`src/design/aotc_pkg.sv`:
```
// constants, field layout and carrier types for the output test configuration block
package aotc_pkg;
  localparam int NCH = 8;
  localparam int DW = 14;
  localparam int AW = 13;

  // register addresses on the serial control port
  localparam logic [AW-1:0] ADDR_IDX2 = 13'h004;
  localparam logic [AW-1:0] ADDR_IDX1 = 13'h005;
  localparam logic [AW-1:0] ADDR_CLKDIV = 13'h00B;
  localparam logic [AW-1:0] ADDR_ENH = 13'h00C;
  localparam logic [AW-1:0] ADDR_TEST = 13'h00D;
  localparam logic [AW-1:0] ADDR_OFFS = 13'h010;
  localparam logic [AW-1:0] ADDR_OMODE = 13'h014;

  // reset values
  localparam logic [7:0] IDX2_RST = 8'h0F;
  localparam logic [7:0] IDX1_RST = 8'h3F;
  localparam logic [7:0] CLKDIV_RST = 8'h00;
  localparam logic [7:0] ENH_RST = 8'h00;
  localparam logic [7:0] TEST_RST = 8'h00;
  localparam logic [7:0] OFFS_RST = 8'h00;
  localparam logic [7:0] OMODE_RST = 8'h01;

  // field positions
  localparam int DIV_W = 3;
  localparam int CHOP_BIT = 2;
  localparam int PNL_RST_BIT = 5;
  localparam int PNS_RST_BIT = 4;
  localparam int SEQ_LSB = 6;
  localparam int FMT_BIT = 0;
  localparam int INV_BIT = 2;
  localparam int LVDS_OPT_BIT = 6;
  localparam int IDX_DATA_W = 4;
  localparam int IDX1_CLK_W = 6;

  // output test codes
  localparam logic [3:0] TM_OFF = 4'h0;
  localparam logic [3:0] TM_MID = 4'h1;
  localparam logic [3:0] TM_PFS = 4'h2;
  localparam logic [3:0] TM_NFS = 4'h3;
  localparam logic [3:0] TM_CHK = 4'h4;
  localparam logic [3:0] TM_PN23 = 4'h5;
  localparam logic [3:0] TM_PN9 = 4'h6;
  localparam logic [3:0] TM_WTOG = 4'h7;
  localparam logic [3:0] TM_USER = 4'h8;
  localparam logic [3:0] TM_BTOG = 4'h9;
  localparam logic [3:0] TM_SYNC = 4'hA;
  localparam logic [3:0] TM_ONE = 4'hB;
  localparam logic [3:0] TM_MIX = 4'hC;

  // user sequencing codes
  localparam logic [1:0] SEQ_SINGLE = 2'h0;
  localparam logic [1:0] SEQ_ALT = 2'h1;
  localparam logic [1:0] SEQ_SINGLE_ONCE = 2'h2;
  localparam logic [1:0] SEQ_ALT_ONCE = 2'h3;
  localparam logic [1:0] ONCE_DONE = 2'h2;

  // fixed test words
  localparam logic [DW-1:0] PAT_MID = 14'h2000;
  localparam logic [DW-1:0] PAT_ONES = 14'h3FFF;
  localparam logic [DW-1:0] PAT_ZERO = 14'h0000;
  localparam logic [DW-1:0] PAT_CHK_A = 14'h2AAA;
  localparam logic [DW-1:0] PAT_CHK_B = 14'h1555;
  localparam logic [DW-1:0] PAT_SYNC = 14'h007F;
  localparam logic [DW-1:0] PAT_ONE = 14'h0001;
  localparam logic [DW-1:0] PAT_MIX = 14'h0F33;
  localparam logic [DW-1:0] SMAX = 14'h1FFF;
  localparam logic [DW-1:0] SMIN = 14'h2000;

  // sequence generators
  localparam int PN23_LEN = 23;
  localparam int PN23_TAP = 18;
  localparam int PN9_LEN = 9;
  localparam int PN9_TAP = 5;
  localparam logic [PN23_LEN-1:0] PN23_SEED = 23'h7FFFFF;
  localparam logic [PN9_LEN-1:0] PN9_SEED = 9'h1FF;

  // serial port framing
  localparam logic [3:0] INSTR_LAST = 4'hF;
  localparam logic [3:0] BYTE_LAST = 4'h7;
  localparam int RW_BIT = 14;

  typedef enum logic [1:0] {SP_IDLE, SP_INSTR, SP_DATA} aotc_spi_st_t;

  typedef struct packed {
    logic [1:0] user_seq;
    logic [3:0] test_mode;
    logic [7:0] offset;
    logic invert;
  } aotc_chan_cfg_t;
endpackage

```
`src/design/aotc_chan.sv`:
```
// one channel: offset trim, output format and test word generation
`timescale 1ns/1ps
`default_nettype none
module aotc_chan
  import aotc_pkg::*;
(
  // clock and control
  input wire logic clk_sys,
  input wire logic rst,
  input wire logic ce,
  input wire logic smp_stb,
  // shared settings and this channel's own configuration
  input wire logic pn_long_rst,
  input wire logic pn_short_rst,
  input wire logic twos_fmt,
  input wire logic [15:0] user_pat1,
  input wire logic [15:0] user_pat2,
  input wire aotc_pkg::aotc_chan_cfg_t cfg,
  // data
  input wire logic [aotc_pkg::DW-1:0] conv_data,
  output logic [aotc_pkg::DW-1:0] out_data,
  output logic out_valid
);
  import aotc_pkg::*;

  logic [PN23_LEN-1:0] pn23_q, pn23_d;
  logic [PN9_LEN-1:0] pn9_q, pn9_d;
  logic alt_q, alt_d;
  logic [DW-1:0] one_q, one_d;
  logic [1:0] once_q, once_d;
  logic [5:0] mode_prev_q, mode_prev_d;
  logic [DW-1:0] data_q, data_d;
  logic vld_q, vld_d;

  always_comb
  begin
    logic signed [DW:0] sum;
    logic [DW-1:0] norm;
    logic [DW-1:0] word;
    logic [DW-1:0] upat;
    sum = '0;
    norm = '0;
    word = '0;
    upat = '0;
    pn23_d = pn23_q;
    pn9_d = pn9_q;
    alt_d = alt_q;
    one_d = one_q;
    once_d = once_q;
    mode_prev_d = {cfg.user_seq, cfg.test_mode};
    data_d = data_q;
    vld_d = smp_stb;
    // trim added before formatting, saturating at the signed range
    sum = $signed({conv_data[DW-1], conv_data}) +
          $signed({{(DW-7){cfg.offset[7]}}, cfg.offset});
    if (sum[DW] != sum[DW-1])
      norm = sum[DW] ? SMIN : SMAX;
    else
      norm = sum[DW-1:0];
    if (!twos_fmt)
      norm[DW-1] = ~norm[DW-1];
    // user words are 16 bits wide; the top bits reach the output
    if (!alt_q)
      upat = user_pat1[15:16-DW];
    else
      upat = user_pat2[15:16-DW];
    unique case (cfg.test_mode)
      TM_OFF: word = norm;
      TM_MID: word = PAT_MID;
      TM_PFS: word = PAT_ONES;
      TM_NFS: word = PAT_ZERO;
      TM_CHK: word = alt_q ? PAT_CHK_B : PAT_CHK_A;
      TM_PN23: word = pn23_q[PN23_LEN-1 -: DW];
      TM_PN9: word = {pn9_q, pn9_q[PN9_LEN-1 -: DW-PN9_LEN]};
      TM_WTOG: word = alt_q ? PAT_ZERO : PAT_ONES;
      TM_USER:
      begin
        unique case (cfg.user_seq)
          SEQ_SINGLE: word = user_pat1[15:16-DW];
          SEQ_ALT: word = upat;
          SEQ_SINGLE_ONCE: word = (once_q == 2'h0) ? user_pat1[15:16-DW] : PAT_ZERO;
          SEQ_ALT_ONCE: word = (once_q != ONCE_DONE) ? upat : PAT_ZERO;
        endcase
      end
      TM_BTOG: word = PAT_CHK_A;
      TM_SYNC: word = PAT_SYNC;
      TM_ONE: word = one_q;
      TM_MIX: word = alt_q ? ~PAT_MIX : PAT_MIX;
      default: word = norm;
    endcase
    if (smp_stb)
    begin
      data_d = cfg.invert ? ~word : word;
      pn23_d = {pn23_q[PN23_LEN-2:0], pn23_q[PN23_LEN-1] ^ pn23_q[PN23_TAP-1]};
      pn9_d = {pn9_q[PN9_LEN-2:0], pn9_q[PN9_LEN-1] ^ pn9_q[PN9_TAP-1]};
      alt_d = ~alt_q;
      one_d = {one_q[DW-2:0], one_q[DW-1]};
      if (once_q != ONCE_DONE)
        once_d = once_q + 2'h1;
    end
    // a new selection or sequencing restarts the playback and toggle phase,
    // otherwise a once mode written after another user mode would stay spent
    if ({cfg.user_seq, cfg.test_mode} != mode_prev_q)
    begin
      alt_d = 1'b0;
      once_d = 2'h0;
      one_d = PAT_ONE;
    end
    if (pn_long_rst)
      pn23_d = PN23_SEED;
    if (pn_short_rst)
      pn9_d = PN9_SEED;
  end

  always_ff @(posedge clk_sys)
  begin
    if (rst)
    begin
      pn23_q <= PN23_SEED;
      pn9_q <= PN9_SEED;
      alt_q <= 1'b0;
      one_q <= PAT_ONE;
      once_q <= 2'h0;
      mode_prev_q <= {SEQ_SINGLE, TM_OFF};
      data_q <= '0;
      vld_q <= 1'b0;
    end
    else if (ce)
    begin
      pn23_q <= pn23_d;
      pn9_q <= pn9_d;
      alt_q <= alt_d;
      one_q <= one_d;
      once_q <= once_d;
      mode_prev_q <= mode_prev_d;
      data_q <= data_d;
      vld_q <= vld_d;
    end
  end

  assign out_data = data_q;
  assign out_valid = vld_q;
endmodule
`default_nettype wire

```
`src/design/aotc_top.sv`:
```
// serial control port, configuration registers and sample clock divider
`timescale 1ns/1ps
`default_nettype none
module aotc_top
  import aotc_pkg::*;
(
  // clock, reset, enable
  input wire logic clk_sys,
  input wire logic rst,
  input wire logic ce,
  // 3-wire serial control port
  input wire logic sclk_pin,
  input wire logic csb_pin,
  input wire logic sdio_i,
  output logic sdio_o,
  output logic sdio_oe_n,
  // sample clock and converter data
  input wire logic smp_clk_pin,
  input wire logic [aotc_pkg::NCH-1:0][aotc_pkg::DW-1:0] conv_data,
  input wire logic [15:0] user_pat1,
  input wire logic [15:0] user_pat2,
  // outputs
  output logic [aotc_pkg::NCH-1:0][aotc_pkg::DW-1:0] ch_data,
  output logic [aotc_pkg::NCH-1:0] ch_valid,
  output logic smp_stb,
  output logic chop_en,
  output logic lvds_reduced
);
  import aotc_pkg::*;

  // pin synchronisers
  logic sclk_m, sclk_s, sclk_p;
  logic csb_m, csb_s;
  logic sdi_m, sdi_s;
  logic smp_m, smp_s, smp_p;

  always_ff @(posedge clk_sys)
  begin
    if (rst)
    begin
      sclk_m <= 1'b0;
      sclk_s <= 1'b0;
      sclk_p <= 1'b0;
      csb_m <= 1'b1;
      csb_s <= 1'b1;
      sdi_m <= 1'b0;
      sdi_s <= 1'b0;
      smp_m <= 1'b0;
      smp_s <= 1'b0;
      smp_p <= 1'b0;
    end
    else if (ce)
    begin
      sclk_m <= sclk_pin;
      sclk_s <= sclk_m;
      sclk_p <= sclk_s;
      csb_m <= csb_pin;
      csb_s <= csb_m;
      sdi_m <= sdio_i;
      sdi_s <= sdi_m;
      smp_m <= smp_clk_pin;
      smp_s <= smp_m;
      smp_p <= smp_s;
    end
  end

  logic sclk_rise, sclk_fall, smp_rise;
  assign sclk_rise = sclk_s & ~sclk_p;
  assign sclk_fall = ~sclk_s & sclk_p;
  assign smp_rise = smp_s & ~smp_p;

  // serial engine and register state
  aotc_spi_st_t st_q, st_d;
  logic [3:0] cnt_q, cnt_d;
  logic [14:0] sh_q, sh_d;
  logic rd_q, rd_d;
  logic [AW-1:0] addr_q, addr_d;
  logic [7:0] tx_q, tx_d;
  logic sdo_q, sdo_d;
  logic oe_n_q, oe_n_d;
  logic [IDX_DATA_W-1:0] idx2_q, idx2_d;
  logic [IDX1_CLK_W-1:0] idx1_q, idx1_d;
  logic [DIV_W-1:0] div_q, div_d;
  logic chop_q, chop_d;
  logic pnl_q, pnl_d;
  logic pns_q, pns_d;
  logic fmt_q, fmt_d;
  logic lvds_q, lvds_d;
  aotc_chan_cfg_t cfg_q [NCH];
  aotc_chan_cfg_t cfg_d [NCH];
  logic [DIV_W-1:0] dcnt_q, dcnt_d;
  logic stb_q, stb_d;

  // lowest selected channel answers reads, so all-selected gives channel A
  function automatic aotc_chan_cfg_t rd_cfg();
    aotc_chan_cfg_t c;
    logic [NCH-1:0] s;
    c = cfg_q[0];
    s = {idx2_q, idx1_q[IDX_DATA_W-1:0]};
    for (int i = NCH - 1; i >= 0; i--)
      if (s[i])
        c = cfg_q[i];
    return c;
  endfunction

  function automatic logic [7:0] rd_byte(input logic [AW-1:0] a);
    aotc_chan_cfg_t c;
    logic [7:0] b;
    c = rd_cfg();
    b = 8'h00;
    unique case (a)
      ADDR_IDX2: b = {4'h0, idx2_q};
      ADDR_IDX1: b = {2'h0, idx1_q};
      ADDR_CLKDIV: b = {5'h00, div_q};
      ADDR_ENH: b = {5'h00, chop_q, 2'h0};
      ADDR_TEST: b = {c.user_seq, pnl_q, pns_q, c.test_mode};
      ADDR_OFFS: b = c.offset;
      ADDR_OMODE: b = {1'b0, lvds_q, 3'h0, c.invert, 1'b0, fmt_q};
      default: b = 8'h00;
    endcase
    return b;
  endfunction

  always_comb
  begin
    logic wr_en;
    logic [7:0] wr_data;
    logic [AW-1:0] wr_a;
    logic [NCH-1:0] sel;
    wr_en = 1'b0;
    wr_data = 8'h00;
    wr_a = addr_q;
    sel = {idx2_q, idx1_q[IDX_DATA_W-1:0]};
    st_d = st_q;
    cnt_d = cnt_q;
    sh_d = sh_q;
    rd_d = rd_q;
    addr_d = addr_q;
    tx_d = tx_q;
    sdo_d = sdo_q;
    oe_n_d = oe_n_q;
    if (csb_s)
    begin
      st_d = SP_IDLE;
      cnt_d = 4'h0;
      oe_n_d = 1'b1;
    end
    else
    begin
      if (sclk_rise)
      begin
        sh_d = {sh_q[13:0], sdi_s};
        cnt_d = cnt_q + 4'h1;
        unique case (st_q)
          SP_IDLE, SP_INSTR:
          begin
            st_d = SP_INSTR;
            if (cnt_q == INSTR_LAST)
            begin
              rd_d = sh_q[RW_BIT];
              addr_d = {sh_q[AW-2:0], sdi_s};
              tx_d = rd_byte({sh_q[AW-2:0], sdi_s});
              cnt_d = 4'h0;
              st_d = SP_DATA;
            end
          end
          SP_DATA:
          begin
            if (cnt_q == BYTE_LAST)
            begin
              wr_en = ~rd_q;
              wr_data = {sh_q[6:0], sdi_s};
              addr_d = addr_q - 13'h0001;
              tx_d = rd_byte(addr_q - 13'h0001);
              cnt_d = 4'h0;
            end
          end
        endcase
      end
      if (sclk_fall && st_q == SP_DATA && rd_q)
      begin
        sdo_d = tx_q[7];
        tx_d = {tx_q[6:0], 1'b0};
        oe_n_d = 1'b0;
      end
    end
    idx2_d = idx2_q;
    idx1_d = idx1_q;
    div_d = div_q;
    chop_d = chop_q;
    pnl_d = pnl_q;
    pns_d = pns_q;
    fmt_d = fmt_q;
    lvds_d = lvds_q;
    for (int i = 0; i < NCH; i++)
      cfg_d[i] = cfg_q[i];
    if (wr_en)
    begin
      unique case (wr_a)
        ADDR_IDX2: idx2_d = wr_data[IDX_DATA_W-1:0];
        ADDR_IDX1: idx1_d = wr_data[IDX1_CLK_W-1:0];
        ADDR_CLKDIV: div_d = wr_data[DIV_W-1:0];
        ADDR_ENH: chop_d = wr_data[CHOP_BIT];
        ADDR_TEST:
        begin
          pnl_d = wr_data[PNL_RST_BIT];
          pns_d = wr_data[PNS_RST_BIT];
        end
        ADDR_OMODE:
        begin
          fmt_d = wr_data[FMT_BIT];
          lvds_d = wr_data[LVDS_OPT_BIT];
        end
        default: ;
      endcase
      for (int i = 0; i < NCH; i++)
        if (sel[i])
        begin
          if (wr_a == ADDR_TEST)
          begin
            cfg_d[i].test_mode = wr_data[3:0];
            cfg_d[i].user_seq = wr_data[SEQ_LSB +: 2];
          end
          if (wr_a == ADDR_OFFS)
            cfg_d[i].offset = wr_data;
          if (wr_a == ADDR_OMODE)
            cfg_d[i].invert = wr_data[INV_BIT];
        end
    end
    // divider: one strobe every div+1 sample clock edges
    dcnt_d = dcnt_q;
    stb_d = 1'b0;
    if (smp_rise)
    begin
      if (dcnt_q >= div_q)
      begin
        dcnt_d = '0;
        stb_d = 1'b1;
      end
      else
        dcnt_d = dcnt_q + 3'h1;
    end
  end

  always_ff @(posedge clk_sys)
  begin
    if (rst)
    begin
      st_q <= SP_IDLE;
      cnt_q <= 4'h0;
      sh_q <= '0;
      rd_q <= 1'b0;
      addr_q <= '0;
      tx_q <= 8'h00;
      sdo_q <= 1'b0;
      oe_n_q <= 1'b1;
      idx2_q <= IDX2_RST[IDX_DATA_W-1:0];
      idx1_q <= IDX1_RST[IDX1_CLK_W-1:0];
      div_q <= CLKDIV_RST[DIV_W-1:0];
      chop_q <= ENH_RST[CHOP_BIT];
      pnl_q <= TEST_RST[PNL_RST_BIT];
      pns_q <= TEST_RST[PNS_RST_BIT];
      fmt_q <= OMODE_RST[FMT_BIT];
      lvds_q <= OMODE_RST[LVDS_OPT_BIT];
      for (int i = 0; i < NCH; i++)
        cfg_q[i] <= '{TEST_RST[SEQ_LSB +: 2], TEST_RST[3:0], OFFS_RST, OMODE_RST[INV_BIT]};
      dcnt_q <= '0;
      stb_q <= 1'b0;
    end
    else if (ce)
    begin
      st_q <= st_d;
      cnt_q <= cnt_d;
      sh_q <= sh_d;
      rd_q <= rd_d;
      addr_q <= addr_d;
      tx_q <= tx_d;
      sdo_q <= sdo_d;
      oe_n_q <= oe_n_d;
      idx2_q <= idx2_d;
      idx1_q <= idx1_d;
      div_q <= div_d;
      chop_q <= chop_d;
      pnl_q <= pnl_d;
      pns_q <= pns_d;
      fmt_q <= fmt_d;
      lvds_q <= lvds_d;
      for (int i = 0; i < NCH; i++)
        cfg_q[i] <= cfg_d[i];
      dcnt_q <= dcnt_d;
      stb_q <= stb_d;
    end
  end

  genvar g;
  generate
    for (g = 0; g < NCH; g++)
    begin : g_ch
      aotc_chan u_chan (
        .clk_sys(clk_sys),
        .rst(rst),
        .ce(ce),
        .smp_stb(stb_q),
        .pn_long_rst(pnl_q),
        .pn_short_rst(pns_q),
        .twos_fmt(fmt_q),
        .user_pat1(user_pat1),
        .user_pat2(user_pat2),
        .cfg(cfg_q[g]),
        .conv_data(conv_data[g]),
        .out_data(ch_data[g]),
        .out_valid(ch_valid[g])
      );
    end
  endgenerate

  assign sdio_o = sdo_q;
  assign sdio_oe_n = oe_n_q;
  assign smp_stb = stb_q;
  assign chop_en = chop_q;
  assign lvds_reduced = lvds_q;
endmodule
`default_nettype wire

```
`config.mk`:
```
export PLATFORM = sky130hd
export DESIGN_NAME = aotc_top
export DESIGN_NICKNAME = d
export VERILOG_FILES = /design/src/design/aotc_pkg.sv /design/src/design/aotc_chan.sv /design/src/design/aotc_top.sv
export SDC_FILE = /design/constraint.sdc
export NUM_CORES = 2
export LEC_CHECK = 0
export BUFFER_PORTS_ARGS = -buffer_cell sky130_fd_sc_hd__buf_2
export CORE_MARGIN = 10
export CORE_UTILIZATION = 31
export CTS_CLUSTER_DIAMETER = 30
export DETAILED_ROUTE_END_ITERATION = 16
export GPL_ROUTABILITY_DRIVEN = 0
export HOLD_SLACK_MARGIN = 0.05
export PLACE_DENSITY_LB_ADDON = 0.05
export SETUP_SLACK_MARGIN = 0.4
export SLEW_MARGIN = 0
export SYNTH_ARGS = -nofsm -noshare
export SYNTH_HDL_FRONTEND = slang
export SYNTH_HIERARCHICAL = 1
export SYNTH_SLANG_ARGS = --single-unit
```
`constraint.sdc`:
```
create_clock -name clk_sys -period 8.75 [get_ports clk_sys]
set_input_delay 0.4375 -clock clk_sys [delete_from_list [all_inputs] [get_ports clk_sys]]
set_output_delay 0.4375 -clock clk_sys [all_outputs]
set_load 0.02 [all_outputs]
```
==> impl_metrics.yaml <==
run_status:
  outcome: "complete, no violations"
placement:
  io_buffer_count: 271
  dpl.cell_count: 7177
  hpwl_mm: 142
synthesis:
  synth_warnings: 6
  syn_area_um2: 46200
  synthCells: 5270
  synth_edf_count: 120
  async_reset_ff_frac: 0
  syn_nets: 5567
  synth_area_per_cell_um2: 8.76
  ys_ff_latch: 757
  ys.flop_type: "dfxtp_1"
  ys_types: 122
  ys_seq_area_frac: 0.354
cts:
  worst_skew_pair.late_latency_ps: 830
  clockRootBuffer: "clkbuf_16"
  cts_setup_buffers: 0
  cts_num_sinks: 757
  cts_buffers: 222
  cts_htree_levels: 4
  cts_tree: "yes"
  cts.path.max_buffers: 3
  clkTransAtPathRegs_ps: 40
route:
  viasPerCell: 5.81
  firstDrtPassIters: 6
  antenna_left: 0
  drt_iter0_markers: 4605
  wl_per_cell_um: 26.1
  drc: 0
  wirelength_mm: 198
  vias: 44200
global_routing:
  grt_max_degree: 64
  grt_use_total: 0.231
  grt_pass1_wl_mm: 288
  antenna_found_initial: 10
  grt_overflow_total: 0
  grt_pass1_vias: 42200
sta:
  slew_headroom: 0.161
  fin_crit_ps: 3770
  setup_viol: 0
  final-max-slew-violation-count: 0
  worst_hold_slack_ps: 229
  max_slew.worst_pin.slew_ps: 1230
  tns_ps: 0
  rsz0062_at_grt: "false"
  max_freq_mhz: 265
  hold_viol: 0
  min_period_over_period: 0.431
  fin_skew_ps: 54.7
finish:
  layout-area-overhead-vs-synth_pct: 24.2
  final_core_util: 0.388
  final_cells: 7612
  nNetsFinal: 5776
  drive_above_1_share: 0.161
floorplan:
  die_area_um2: 165000
  core_um2: 148000
  die_w_um: 406
  io_pins: 276
  start_util: 0.312
  dieHeight_um: 406
  row_count: 141
setup_path:
  crit_buf_inv: 0
  cp_slowest_stage_delay_ps: 880
  crit_top_cell: "a21o_1"
  end_kind: "flip-flop"
  critPathTopFamily: "compound AO/OA/AOI/OAI gates"
  worstSetupStartpointType: "flip-flop"
  crit_type: "flip-flop to flip-flop"
  cp_slowest_cell: "o31ai_2"
  crit_chain: "ha_1 -> a21o_1 -> o2bb2ai_1 -> nor3_1 -> a21o_1 -> o31ai_2 -> a211oi_1 -> or3_1 -> a311oi_1"
  required_ps: 9450
  cp.arrival_ps: 4470
  critPathMaxFanout: 12
  r2r_slack_ps: 4980
pwr:
  power_frac_comb: 0.100
  p_sw_w: 0.00355
  cellInternalPower_w: 0.0103
  p_total_w: 0.0138
  ir_worst_vdd_mv: 0.197
  leakage_nw: 22.2
  p_sw_frac: 0.257
  clockPowerShare: 0.630
  pwr-share-seq: 0.269
  powerDensity_nw_per_um2: 241
job:
  maxCapViolCount: 0
hold_path:
  hold_class: "input port to flip-flop"
cell usage after synthesis, drive strengths merged (39+ instances only):
master   instances  area share
mux2i          116       0.026
a211oi         110       0.020
o21a            49      0.0085
and3            46      0.0063
a221o          193       0.042
a2111oi         84       0.018
nor4            53      0.0092
nor3b           43      0.0071
nand2          315       0.026
dfxtp          637        0.28
xor2            86       0.016
o21bai          41      0.0067
a21o            62       0.010
a211o           59       0.011
buf            127       0.015
o22ai          104       0.014
xnor2           69       0.013
a22oi          258       0.042
o211ai          47      0.0076
a221oi          39      0.0074
nor2b           91       0.013
nand3           84      0.0094
nor2           548       0.045
ha             138       0.037
nor3           132       0.015
clkbuf         260       0.021
or3             39      0.0055
nand2b         163       0.022
inv            137       0.011
a21oi          273       0.030
o21ai          230       0.026
edfxtp         120       0.078
through the flow:
step	worst slack (ps)	instance area, µm²
global route	4820	57300
floorplan	5730	46200
finish	4980	57300
CTS	5030	57300
detailed placement	5080	49000
global placement	5050	49000
cells in the final DEF (no fill, tap or decap), drive strengths merged, types with 39 or more instances in the layout:
cell type  instances
bufinv            42
clkinv            70
a22oi            258
edfxtp           120
a211o             59
xor2              86
nand2b           163
inv              150
o22ai            104
nor2             548
nand2            315
a2111oi           84
buf              363
a211oi           110
o21a              49
clkbuf           283
o21bai            41
a221o            193
a21oi            273
a221oi            39
mux2i            116
nor3b             43
and3              46
nand3             84
nor4              53
o211ai            47
or3               39
nor3             132
o21ai            230
ha               138
xnor2             69
dfxtp            637
a21o              62
nor2b             91
cell type report:
type                    count  area (µm²)
clock inverters           139        2110
inverters                 139         522
flip-flops and latches    757       16400
clock buffers             282        6120
well taps                1930        2410
diodes                      6        15.0
multi-input cells        3987       27600
fillers                 15000       90500
repair buffers            372        2170
sequential cells by signal, summed over array words and instances (netlist names), 6 cells and up:
register / count
addr_q: 13
cfg_q: 120
g_ch.u_chan/alt_q: 8
g_ch.u_chan/mode_prev_q: 48
g_ch.u_chan/once_q: 16
g_ch.u_chan/one_q: 112
g_ch.u_chan/out_data: 112
g_ch.u_chan/out_valid: 8
g_ch.u_chan/pn23_q: 184
g_ch.u_chan/pn9_q: 72
idx1_q: 6
sh_q: 15
tx_q: 8
kinds of logic (layout without fill, tap and decap cells):
group                      Yosys count  in the layout  synth area share
and+or+nand+nor                   1684           1684             0.187
DFF                                757            757             0.354
buffers and inverters              526            932            0.0475
other                                0              6                 0
adders and majority gates          146            146            0.0409
muxes                              124            124            0.0282
xor gates and xnor gates           155            155            0.0294
AOI/OAI and AO/OA                 1878           1878             0.313
tightest hold or removal path: stages:
cell and delay [ps]:
buf_2 100, ha_1 150, a311oi_2 110, mux2i_1 130, nand2_1 50
layer usage:
metal | track usage | wire [µm]
met1 | 0.318 | 91500
met2 | 0.345 | 85500
met3 | 0.0579 | 14400
met4 | 0.0835 | 6890
met5 | 0.00877 | 161
power groups by stage:
stage / registers [W] / logic [W] / clock network, W
6_report: 0.00372 / 0.00138 / 0.00871
4_1_cts: 0.00372 / 0.00137 / 0.00884
2_1_floorplan: 0.00371 / 0.000951 / 0
3_3_place_gp: 0.00378 / 0.00136 / 0
5_1_grt: 0.00373 / 0.00150 / 0.00906
3_5_place_dp: 0.00378 / 0.00136 / 0
timing repair:
item	4_1_cts	5_1_grt
hold buffers	8	0
gates resized for setup	0	0
endpoints found under the hold margin	30	0
final timing paths:
kind,startpoint,endpoint,depth (start not counted)
setup / recovery,cfg_q[0][23],g_ch[1].u_chan/out_data[9],9
setup reg to reg,cfg_q[0][23],g_ch[1].u_chan/out_data[9],9
hold / removal,conv_data[14],g_ch[1].u_chan/out_data[0],5
hold reg to reg,sh_q[14],sh_q[14],2
(Power assumes the default switching activity.)
